<file path="src/afab_regs.svh">
// Constants for the accumulator add / AND / bit-clear execute block.
// Assumes a 14-bit instruction word and a 7-bit file register address space.
`ifndef AFAB_REGS_SVH
`define AFAB_REGS_SVH

`define AFAB_OP_ADDLIT      5'h1f
`define AFAB_OP_ANDLIT      6'h39
`define AFAB_OP_ADDFILE     6'h07
`define AFAB_OP_ANDFILE     6'h05
`define AFAB_OP_BITCLR      4'h4
`define AFAB_STATUS_ADDR    7'h03
`define AFAB_FLAG_C         0
`define AFAB_FLAG_DC        1
`define AFAB_FLAG_Z         2
`define AFAB_ACC_RESET      8'h00
`define AFAB_FLAGS_RESET    3'h0

`endif

</file>
<file path="src/afab_pkg.sv">
// Types for the accumulator add / AND / bit-clear execute block.
// Uses no afab_regs.svh constants; the one-hot op encodings are defined here.
package afab_pkg;
  typedef enum logic [5:0] {
    AFAB_NONE   = 6'b000001,
    AFAB_ADDLIT = 6'b000010,
    AFAB_ANDLIT = 6'b000100,
    AFAB_ADDF   = 6'b001000,
    AFAB_ANDF   = 6'b010000,
    AFAB_BCLR   = 6'b100000
  } afab_op_t;

  typedef struct packed {
    logic       wr_en;
    logic [6:0] addr;
    logic [7:0] data;
  } afab_fwr_t;

  typedef struct packed {
    logic c;
    logic dc;
    logic z;
  } afab_flags_t;
endpackage

</file>
<file path="src/afab_core.sv">
// Single-cycle execute stage: add/AND with literal or file, bit clear.
// Assumes the file register read data for instr address is valid
// combinationally in the same cycle, and the file is written on wr.
`timescale 1ns/1ps
`include "afab_regs.svh"
module afab_core (
  input  wire logic                 clk,
  input  wire logic                 rstn,
  input  wire logic                 instr_valid,
  input  wire logic [13:0]          instr,
  input  wire logic [7:0]           file_rdata,
  output logic [6:0]                file_raddr,
  output afab_pkg::afab_fwr_t       file_wr,
  output logic [7:0]                acc,
  output afab_pkg::afab_flags_t     flags
);
  import afab_pkg::*;

  // ---------------------------------------------------------------
  // Decode
  // ---------------------------------------------------------------
  afab_op_t op;

  afab_decode u_dec (
    .instr (instr),
    .op    (op)
  );

  wire       exec     = instr_valid && (op != AFAB_NONE);
  wire [7:0] lit      = instr[7:0];
  wire [6:0] faddr    = instr[6:0];
  wire       to_file  = instr[7];
  wire [2:0] bit_sel  = instr[9:7];
  wire       lit_op   = (op == AFAB_ADDLIT) || (op == AFAB_ANDLIT);
  wire       add_op   = (op == AFAB_ADDLIT) || (op == AFAB_ADDF);
  wire       and_op   = (op == AFAB_ANDLIT) || (op == AFAB_ANDF);

  assign file_raddr = faddr;

  // ---------------------------------------------------------------
  // Datapath
  // ---------------------------------------------------------------
  wire [7:0] operand  = lit_op ? lit : file_rdata;
  wire [8:0] sum      = {1'b0, acc} + {1'b0, operand};
  wire [4:0] low_sum  = {1'b0, acc[3:0]} + {1'b0, operand[3:0]};
  wire [7:0] and_res  = acc & operand;
  wire [7:0] bclr_res = file_rdata & ~(8'h01 << bit_sel);
  wire [7:0] result   = add_op ? sum[7:0] :
                        and_op ? and_res  : bclr_res;

  // Target: literal ops -> acc, bit clear -> file, file ops -> d bit
  wire dest_file = (op == AFAB_BCLR) ||
                   (((op == AFAB_ADDF) || (op == AFAB_ANDF)) &&
                    to_file);
  wire dest_acc  = exec && !dest_file;

  wire       upd_z   = exec && (add_op || and_op);
  wire       upd_cdc = exec && add_op;
  wire       new_z   = (result == 8'h00);

  // Flag bits written by this op override the stored status byte
  wire to_status = dest_file && (faddr == `AFAB_STATUS_ADDR);
  wire [7:0] status_wdata;
  assign status_wdata[7:3] = result[7:3];
  assign status_wdata[`AFAB_FLAG_Z]  = upd_z   ? new_z      :
                                       result[`AFAB_FLAG_Z];
  assign status_wdata[`AFAB_FLAG_DC] = upd_cdc ? low_sum[4] :
                                       result[`AFAB_FLAG_DC];
  assign status_wdata[`AFAB_FLAG_C]  = upd_cdc ? sum[8]     :
                                       result[`AFAB_FLAG_C];

  // ---------------------------------------------------------------
  // Registers
  // ---------------------------------------------------------------
  afab_flags_t flags_d;
  always_comb begin
    flags_d = flags;
    if (exec && to_status) begin
      flags_d.c  = status_wdata[`AFAB_FLAG_C];
      flags_d.dc = status_wdata[`AFAB_FLAG_DC];
      flags_d.z  = status_wdata[`AFAB_FLAG_Z];
    end else begin
      if (upd_z) begin
        flags_d.z = new_z;
      end
      if (upd_cdc) begin
        flags_d.c  = sum[8];
        flags_d.dc = low_sum[4];
      end
    end
  end

  always_ff @(posedge clk or negedge rstn) begin
    if (!rstn) begin
      acc     <= `AFAB_ACC_RESET;
      flags   <= `AFAB_FLAGS_RESET;
      file_wr <= '0;
    end else begin
      if (dest_acc) begin
        acc <= result;
      end
      flags         <= flags_d;
      file_wr.wr_en <= exec && dest_file;
      file_wr.addr  <= faddr;
      file_wr.data  <= to_status ? status_wdata : result;
    end
  end
endmodule

</file>
<file path="src/afab_decode.sv">
// Instruction decoder for the accumulator add / AND / bit-clear block.
// Assumes a 14-bit instruction word valid in the current cycle.
`timescale 1ns/1ps
`include "afab_regs.svh"
module afab_decode (
  input  wire logic [13:0]       instr,
  output afab_pkg::afab_op_t     op
);
  import afab_pkg::*;

  wire is_addlit = (instr[13:9] == `AFAB_OP_ADDLIT);
  wire is_andlit = (instr[13:8] == `AFAB_OP_ANDLIT);
  wire is_addf   = (instr[13:8] == `AFAB_OP_ADDFILE);
  wire is_andf   = (instr[13:8] == `AFAB_OP_ANDFILE);
  wire is_bclr   = (instr[13:10] == `AFAB_OP_BITCLR);

  assign op = is_addlit ? AFAB_ADDLIT :
              is_andlit ? AFAB_ANDLIT :
              is_addf   ? AFAB_ADDF   :
              is_andf   ? AFAB_ANDF   :
              is_bclr   ? AFAB_BCLR   :
                          AFAB_NONE;
endmodule

</file>
<file path="config.mk">
export PLATFORM = sky130hd
export DESIGN_NAME = afab_core
export DESIGN_NICKNAME = d
export VERILOG_FILES = /design/src/afab_pkg.sv /design/src/afab_core.sv /design/src/afab_decode.sv
export VERILOG_INCLUDE_DIRS = /design/src
export SDC_FILE = /design/constraint.sdc
export NUM_CORES = 1
export LEC_CHECK = 0
export ABC_AREA = 1
export BUFFER_PORTS_ARGS = -buffer_cell sky130_fd_sc_hd__buf_2
export CORE_ASPECT_RATIO = 1.75
export CORE_MARGIN = 5
export CORE_UTILIZATION = 55
export CTS_CLUSTER_SIZE = 25
export DETAILED_ROUTE_END_ITERATION = 8
export GPL_TIMING_DRIVEN = 0
export PLACE_DENSITY_LB_ADDON = 0.2
export SLEW_MARGIN = 20
export SYNTH_ARGS = -nofsm -noshare
export SYNTH_HDL_FRONTEND = slang
export SYNTH_SLANG_ARGS = --single-unit
</file>
<file path="constraint.sdc">
create_clock -name clk -period 4.4 [get_ports clk]
set_input_delay 0.22 -clock clk [delete_from_list [all_inputs] [get_ports clk]]
set_output_delay 0.22 -clock clk [all_outputs]
set_load 0.005 [all_outputs]
</file>
Word-level counts from Yosys, hierarchy flattened
Cells that the tools add are included.

word-level totals
  register bits = 27
  bits in latches = 0
  memories = 0
  bits in read-only memories = 0
  RAM bits = 0
  word-level logic and storage cells = 58
  output and inout bits = 34
  input port bits = 25

operators by class
  bitwise operators = 3
  order comparisons = 0
  muxes and demuxes = 15
  reductions and logical operators = 18
  equality and inequality tests = 12
  add/subtract/negate cells = 2
  shifts and indexed selects = 1
  $mul = 0
  divide/modulo/power cells = 0

operators with widths
  operator             number
  $mux 6               5
  $mux 8               3
  $eq 6x3->1 const B   3
  $and 8x8->8          2
  $eq 6x6->1 const B   2
  $add 8x8->9          1
  $logic_and 1x1->1    8
  $logic_not 8->1      1
  $not 8->8            1
  $shl 1x3->8 const A  1
  $eq 7x2->1 const B   1
  $eq 6x2->1 const B   1
  $eq 6x4->1 const B   1
  $eq 6x5->1 const B   1
  $logic_or 1x1->1     6
  $mux 3               2
  $ne 6x1->1 const B   1
  $add 4x4->5          1
  $eq 5x5->1 const B   1
  $eq 4x3->1 const B   1
  $mux 1               4
  $reduce_bool 2->1    2
  $mux 2               1
  $logic_not 1->1      1

Depth between registers and ports, before layout
Gate-level depths: netlist of the first run.

  word-level depth = 15
  mapped depth = 25
  depth with buffers taken out = 23

By module
From an unflattened synthesis of the first run, not the netlist that was laid out.

second synthesis, totals
  cell total of the unflattened synthesis = 285
  area, all modules = 2015.7 um^2

modules (own cells, without submodules)
  module       sequential area each (um^2)  instances  cells each  area each (um^2)
  afab_core    675.6                        1          259         1906.8
  afab_decode  0.0                          1          26          108.9

Worst setup path before layout of the first run
OpenSTA, ideal clock, no wires.

  path kind = input -> register
  from = in instr[9]
  to = reg flags[0] (netlist name)
  data arrival time = 2.493 ns
  library setup time = 0.062 ns
  stages on the path = 25
  buffers on the path = 2
  path slack = 1.844 ns
  required time = 4.338 ns
  path through = buf_6 -> inv_2 -> nand3_1 -> nor2_2 -> nor2_4 -> buf_6 -> inv_1 -> nand2_1 -> nand2_1 -> ha_1 -> inv_1 -> fa_1 -> inv_1 -> nand2_1 -> nand2_1 -> nand2_1 -> nand3_1 -> nand2_1 -> nor2_1 -> nand2_1 -> nor2_1 -> nand3_1 -> nand3_1 -> nand2_1 -> inv_1

on the way
  word-level cells in the longest chain between the ends = 14
  elaborated cells on any way between the ends = 38
  those cells by class = add/sub (1); eq/ne (10); shift (1); mux (10); bitwise (3); reduce/logical (13)

RTL lines
  what                                                                  line              RTL
  start, declared                                                       afab_core.sv:10   input wire logic [13:0] instr,
  parallel branches: the longest is 14 deep, another holds $add 8x8->9  -
  end signal, assigned                                                  afab_core.sv:96   flags <= `AFAB_FLAGS_RESET;
  end signal, assigned                                                  afab_core.sv:102  flags <= flags_d;
  end, declared                                                         afab_core.sv:15   output afab_pkg::afab_flags_t flags

Parallel ways; which one is timed is not known. The select of a mux whose other input is x is not followed.
A chain may end at the register's enable or synchronous reset.

Worst setup path in the final report of the first run
  from = in instr[10]
  to = reg flags[0] (netlist name)

on the way
  word-level cells in the longest chain between the ends = 15
  elaborated cells on any way between the ends = 37
  those cells by class = add/sub (1); eq/ne (11); mux (11); bitwise (1); reduce/logical (13)

RTL lines
  what                                                                 line               RTL
  $eq 4x3->1 (no line)                                                 -
  $mux 6                                                               afab_decode.sv:21  is_bclr ? AFAB_BCLR :
  $mux 6                                                               afab_decode.sv:20  is_andf ? AFAB_ANDF :
  $mux 6                                                               afab_decode.sv:19  is_addf ? AFAB_ADDF :
  $mux 6                                                               afab_decode.sv:18  is_andlit ? AFAB_ANDLIT :
  $mux 6 *                                                             afab_decode.sv:17  assign op = is_addlit ? AFAB_ADDLIT :
  parallel branches: the longest is 9 deep, another holds $add 8x8->9  -

Every way passes the cells marked *. The select of a mux whose other input is x is not followed.

==> flow_summary.json, run 1 <==
{
  "clk_latency_ps": 260,
  "synth_area_um2": 1960,
  "stdcell_area_um2": 2360,
  "slowest_stage": "fa_1",
  "dieArea_um2": 4910,
  "drtIter0Drc": 40,
  "drv_cap": 0,
  "worstMarginPinSlew_ps": 617,
  "grt_pass1_wl_um": 7840,
  "hold_buffers": 1,
  "area_delta_synth_final_pct": 20.2,
  "core_area_um2": 3430,
  "synth_compound_area_share_pct": 10.1,
  "antenna_cells": 0,
  "tns_ps": 0,
  "endpoint_kind": "flop",
  "cts_tree": "yes",
  "grt_max_degree": 28,
  "die_height_um": 89.0,
  "start_util_pct": 57.2,
  "max_freq_mhz": 343,
  "finClkSkew_ps": 0.965,
  "dp_hpwl_um": 4270,
  "crit_buf_inv": 7,
  "place.gp.congestion": 0.941,
  "drv_slew": 0,
  "rsz0062_at_grt": "no",
  "regArea_um2": 676,
  "gr-total-overflow": 0,
  "ys_top_cells_by_count": "nand2_1, inv_1, dfrtp_1, nor2_1, nand3_1",
  "cts.path.max_buffers": 2,
  "rows": 28,
  "pwr_density_cell_nw_per_um2": 315,
  "yosysSeqAreaShare_pct": 34.4,
  "synth_top_family_by_area": "simple AND/OR/NAND/NOR gates",
  "critPathLaunchType": "input port",
  "die_w_um": 55.2,
  "fin_crit_sh_pct": 66.2,
  "synthAdderAreaFrac_pct": 6.76,
  "antenna_found_initial": 0,
  "synth.area.top_cells": "dfrtp_1, nand2_1, ha_1",
  "critPathMaxStageDelay_ps": 400,
  "drc": 0,
  "port_buffers": 57,
  "ys_ff_latch": 27,
  "clkSlewWorstSetupHoldPaths_ps": 80,
  "multi_input_area_um2": 1080,
  "yosysUniqueCellTypes": 31,
  "status": "completed",
  "hp-class": "in -> reg",
  "wl_per_cell_um": 13.0,
  "p_leak_nw": 1.33,
  "nFillCells": 334,
  "avgSynthCellArea_um2": 7.16,
  "yosys.area.top_type": "dfrtp_1",
  "drive_gt1_share_pct": 28.9,
  "critPathRequiredTime_ps": 4610,
  "vdd.ir_drop.worst_mv": 0.192,
  "synthCells": 274,
  "syn_nets": 309,
  "synthArstFlopShare_pct": 100,
  "place_area_um2": 2300,
  "root_buffer": "clkbuf_8",
  "crit_family": "simple AND/OR/NAND/NOR gates",
  "grt_pass1_vias": 1816,
  "p_total_mw": 0.744,
  "dr.pass1.iters": 4,
  "vias_per_cell": 5.16,
  "yosys_warnings": 0,
  "htree_levels": 1,
  "cts_sinks": 27,
  "cts_buffers": 3,
  "layout_min_cycle_time_ps": 2910,
  "max_slew_margin_pct": 58.5,
  "dr_total_vias": 1967,
  "routed_wl_um": 4960,
  "cp_max_fo": 10,
  "critPathMostFrequentCell": "nand2_1",
  "synthSimpleGateAreaFrac_pct": 37.5,
  "hold_viol": 0,
  "num_io_pins": 59,
  "synth-edff-count": 0,
  "ant_nets": 0,
  "synthMuxAreaShare_pct": 0,
  "synthDominantCellAreaShare_pct": 34.4,
  "grtUsageTotal_pct": 21.9,
  "worstPathArrival_ps": 3120,
  "nets": 372,
  "cts_setup_buffers": 0,
  "synth-xor-area-share_pct": 0.446,
  "cts_resized": 0,
  "fin_cells": 381,
  "yosysMostFrequentCell": "nand2_1",
  "setup_violations": 0,
  "crit_type": "in -> reg",
  "synth-main-ff-cell": "dfrtp_1",
  "placed_cells": 376
}
-- flip-flops by register name (all words and copies together) (netlist names) --
signal / cells
flags: 3
acc: 8
file_wr: 16
-- per-layer routing --
layer / part of all wire, % / vias to the layer above / GRT usage (%) / routed length [um]
li1: - / 990 / - / -
met1: 37 / 883 / 23.9 / 1840
met2: 52 / 79 / 39.9 / 2600
met3: 6.6 / 15 / 1.00 / 325
met4: 4.1 / 0 / 12.8 / 203
met5: 0 / - / 0 / 0
-- kinds of logic (layout without fill, tap and decap cells) --
| family | count (synthesis) | in the layout |
|---|---|---|
| AOI/OAI and AO/OA | 34 | 34 |
| DFF | 27 | 27 |
| and+or+nand+nor | 157 | 157 |
| adders and majority gates | 10 | 10 |
| buffers and inverters | 45 | 107 |
| xor gates and xnor gates | 1 | 1 |
-- path summary, 6_finish.rpt --
path / from / endpoint / slack, ps / cells past startpoint
max in group asynchronous: rstn / flags[2]$_DFFE_PN0P_ / 3560 / 2
worst min register to register: flags[2]$_DFFE_PN0P_ / flags[2]$_DFFE_PN0P_ / 520 / 2
worst max-delay path: instr[10] / flags[0]$_DFFE_PN0P_ / 1490 / 25
worst min-delay path: instr[6] / file_wr[14]$_DFF_PN0_ / 110 / 1
min in group asynchronous: rstn / file_wr[3]$_DFF_PN0_ / 470 / 2
worst max register to register: acc[0]$_DFFE_PN0P_ / flags[0]$_DFFE_PN0P_ / 2040 / 16
-- cell usage in the layout, fill, tap and decap left out, drive strengths merged --
cell type    Yosys  final
nand2           96     96
buf              9     66
inv             35     35
nor2            28     28
dfrtp           27     27
nand3           23     23
o21ai           21     21
ha               9      9
a21oi            6      6
nand4            4      4
nand3b           4      4
a31oi            4      4
clkbuf           0      4
nor4             1      1
clkinv           1      1
a21o             1      1
o21a             1      1
xnor2            1      1
o31ai            1      1
or2              1      1
fa               1      1
dlygate4sd3      0      1
-- cell type report --
| cell class | instances | share of cell area, % |
|---|---|---|
| clock buffers | 4 | 1.91 |
| well taps | 45 | 2.39 |
| plain buffers | 9 | 3.18 |
| flip-flops and latches | 27 | 28.6 |
| inverters | 36 | 5.78 |
| repair buffers | 58 | 12.5 |
| multi-input cells | 202 | 45.6 |
-- metrics by stage --
stage               worst slack (ps)  utilization (%)  hold slack (ps)
global route                    1120             68.7              103
finish                          1490             68.7              108
global placement                1240             67.1              229
CTS                             1460             68.7              103
detailed placement              1190             67.1              239
floorplan                       1840                -            -75.6
-- report_power, final --
group | switching, mW | internal (mW) | leakage (nW) | total, mW
Sequential | 0.0256 | 0.284 | 0.329 | 0.310
Clock | 0.0679 | 0.0647 | 0.0228 | 0.133
Combinational | 0.174 | 0.128 | 0.982 | 0.301
Total | 0.267 | 0.476 | 1.33 | 0.744
Note: power is estimated with default switching activity, not from simulation.
==> run 2, diff against run 1 <==
Settings changed: ABC_AREA 1 to 0, CORE_UTILIZATION 55 to 45.
Clock period 4.4 ns to 2.4 ns, I/O delays scaled along.
==> run 2 against run 1 <==
The run now ends with setup timing left. Largest cell class unchanged. Core utilization decreased by 0.99 points. Clock power increased by 100%. Wire length increased by 6.3%.
==> flow_summary.json, run 2 <==
{
  "status": "complete, but fails checks",
  "violations": "setup timing",
  "synth_compound_area_share_pct": 20.5,
  "detailedPlace.worstSlack_ps": -1010,
  "synth.area.top_cells": "dfrtp_1, mux2_2, ha_1",
  "ys_ff_latch": 27,
  "pwr_density_cell_nw_per_um2": 621,
  "top_regs": "file_wr: 16 flops, acc: 8 flops, flags: 3 flops",
  "ant_nets": 0,
  "grtUsageTotal_pct": 20.5,
  "endpoint_kind": "flop",
  "crit_type": "in -> reg",
  "port_buffers": 58,
  "worstPathArrival_ps": 2960,
  "yosysUniqueCellTypes": 47,
  "p_leak_nw": 1.21,
  "drv_slew": 0,
  "max_freq_mhz": 359,
  "area_delta_synth_final_pct": 48.8,
  "antenna_found_initial": 0,
  "synthSimpleGateAreaFrac_pct": 15.2,
  "fin_util_pct": 67.7,
  "layout_common_cells": "buf_2, dfrtp_1, buf_4, nor2_1, nand2_1",
  "synthArstFlopShare_pct": 100,
  "largest_register_ffs": 16,
  "synth_area_um2": 1740,
  "grt_pass1_vias": 1765,
  "avgSynthCellArea_um2": 9.96,
  "grt_max_degree": 28,
  "stdcell_area_um2": 2590,
  "htree_levels": 1,
  "finClkSkew_ps": 5.12,
  "cts_sinks": 27,
  "vdd.ir_drop.worst_mv": 0.554,
  "regMostFlops": "file_wr",
  "die_height_um": 92.3,
  "clkSlewWorstSetupHoldPaths_ps": 100,
  "yosysMostFrequentCell": "dfrtp_1",
  "synthDominantCellAreaShare_pct": 38.8,
  "setup_slack_ps": -386,
  "hold_viol": 0,
  "rsz0062_at_grt": "yes",
  "p_total_mw": 1.61,
  "drc": 0,
  "cp_max_fo": 3,
  "yosys_warnings": 0,
  "dieArea_um2": 5270,
  "root_buffer": "clkbuf_8",
  "synthCells": 175,
  "worstMarginPinSlew_ps": 741,
  "fin_cells": 309,
  "dr_total_vias": 1724,
  "clk_latency_ps": 280,
  "place.gp.congestion": 0.852,
  "rows": 30,
  "synthAdderAreaFrac_pct": 7.61,
  "synth-edff-count": 0,
  "syn_nets": 210,
  "cts_buffers": 3,
  "drive_gt1_share_pct": 53.6,
  "drv_cap": 0,
  "synth-main-ff-cell": "dfrtp_1",
  "nets": 297,
  "fin_crit_sh_pct": 116,
  "ys_top_cells_by_count": "dfrtp_1, mux2_2, nor2_1, a21oi_1, nand2_1",
  "setup_violations": 6,
  "placed_cells": 281,
  "cts.path.max_buffers": 2,
  "vias_per_cell": 5.58,
  "synth-xor-area-share_pct": 2.51,
  "synthMuxAreaShare_pct": 9.55,
  "drtIter0Drc": 51,
  "yosys.area.top_type": "dfrtp_1",
  "antenna_cells": 0,
  "num_io_pins": 59,
  "synth_top_family_by_area": "compound AO/OA/AOI/OAI gates",
  "hp-class": "in -> reg",
  "dp_hpwl_um": 3730,
  "layout_min_cycle_time_ps": 2790,
  "max_slew_margin_pct": 50.6,
  "routed_wl_um": 5270,
  "start_util_pct": 45.5,
  "critPathLaunchType": "input port",
  "gr-total-overflow": 0,
  "grt_pass1_wl_um": 8450,
  "critPathRequiredTime_ps": 2570,
  "place_area_um2": 2180,
  "yosysSeqAreaShare_pct": 38.8,
  "cts_tree": "yes",
  "dr.pass1.iters": 4,
  "die_w_um": 57.0,
  "final_common_cell": "buf_2",
  "core_area_um2": 3830,
  "wl_per_cell_um": 17.1
}
-- run 2: repair_timing --
action / in CTS / in global routing
pin swaps: 15 / 12
buffers inserted: 13 / 5
hold buffers: 7 / 0
endpoints found under the setup margin: 17 / 11
gates resized for setup: 22 / 12
hold endpoints to repair: 33 / 0
-- run 2: worst paths after layout --
check	start	endpoint	slack, ps	cells past startpoint
max	instr[10]	acc[6]$_DFFE_PN0P_	-390	15
min	instr[6]	file_wr[14]$_DFF_PN0_	20	1
max reg2reg	acc[0]$_DFFE_PN0P_	acc[6]$_DFFE_PN0P_	-70	10
min reg2reg	flags[2]$_DFFE_PN0P_	flags[2]$_DFFE_PN0P_	520	1
max in group asynchronous	rstn	file_wr[15]$_DFF_PN0_	1610	2
min in group asynchronous	rstn	file_wr[11]$_DFF_PN0_	380	2
-- run 2: layer usage --
metal  GRT usage, %  share of wire (%)  up-vias
li1               -                  -      811
met4           11.0                4.3        0
met1           22.9                 37      826
met5              0                  0        -
met2           36.2                 53       68
met3           3.07                5.5       19
-- run 2: cell families (layout without fill, tap and decap cells) --
group	count (synthesis)	count (layout)
buf+inv	19	105
flops	27	27
xor+xnor	5	5
compound gates	50	50
simple gates	49	49
fa+ha+maj	10	10
mux	15	15
-- run 2: layout make-up --
class	instances	area [um2]
inverters	7	26.3
repair buffers	83	517
clock buffers	3	41.3
fillers	325	1230
well taps	48	60.1
clock inverters	1	5.00
flip-flops and latches	27	676
plain buffers	11	75.1
multi-input cells	129	1190
-- run 2: power breakdown --
| part | leakage, nW | internal [mW] | switching [mW] |
|---|---|---|---|
| logic | 0.851 | 0.399 | 0.367 |
| clock network | 0.0255 | 0.117 | 0.151 |
| registers | 0.329 | 0.518 | 0.0577 |
-- run 2: through the flow --
stage | hold WS [ps] | TNS, ps
6_report | 15.3 | -1370
5_1_grt | 7.93 | -1900
4_1_cts | 12.5 | -1060
3_5_place_dp | 177 | -10220
3_3_place_gp | 167 | -9580
2_1_floorplan | -176 | -2800
-- run 2: worst max-delay path, cell delays in order --
cell,delay [ps]
buf_8,90
or3b_4,410
a21oi_4,160
buf_6,120
mux2_4,160
ha_4,140
inv_2,40
fa_2,340
nand2b_4,160
a21oi_4,250
a31oi_4,150
xor2_1,220
o21ai_2,110
a31o_2,240
mux2_4,260
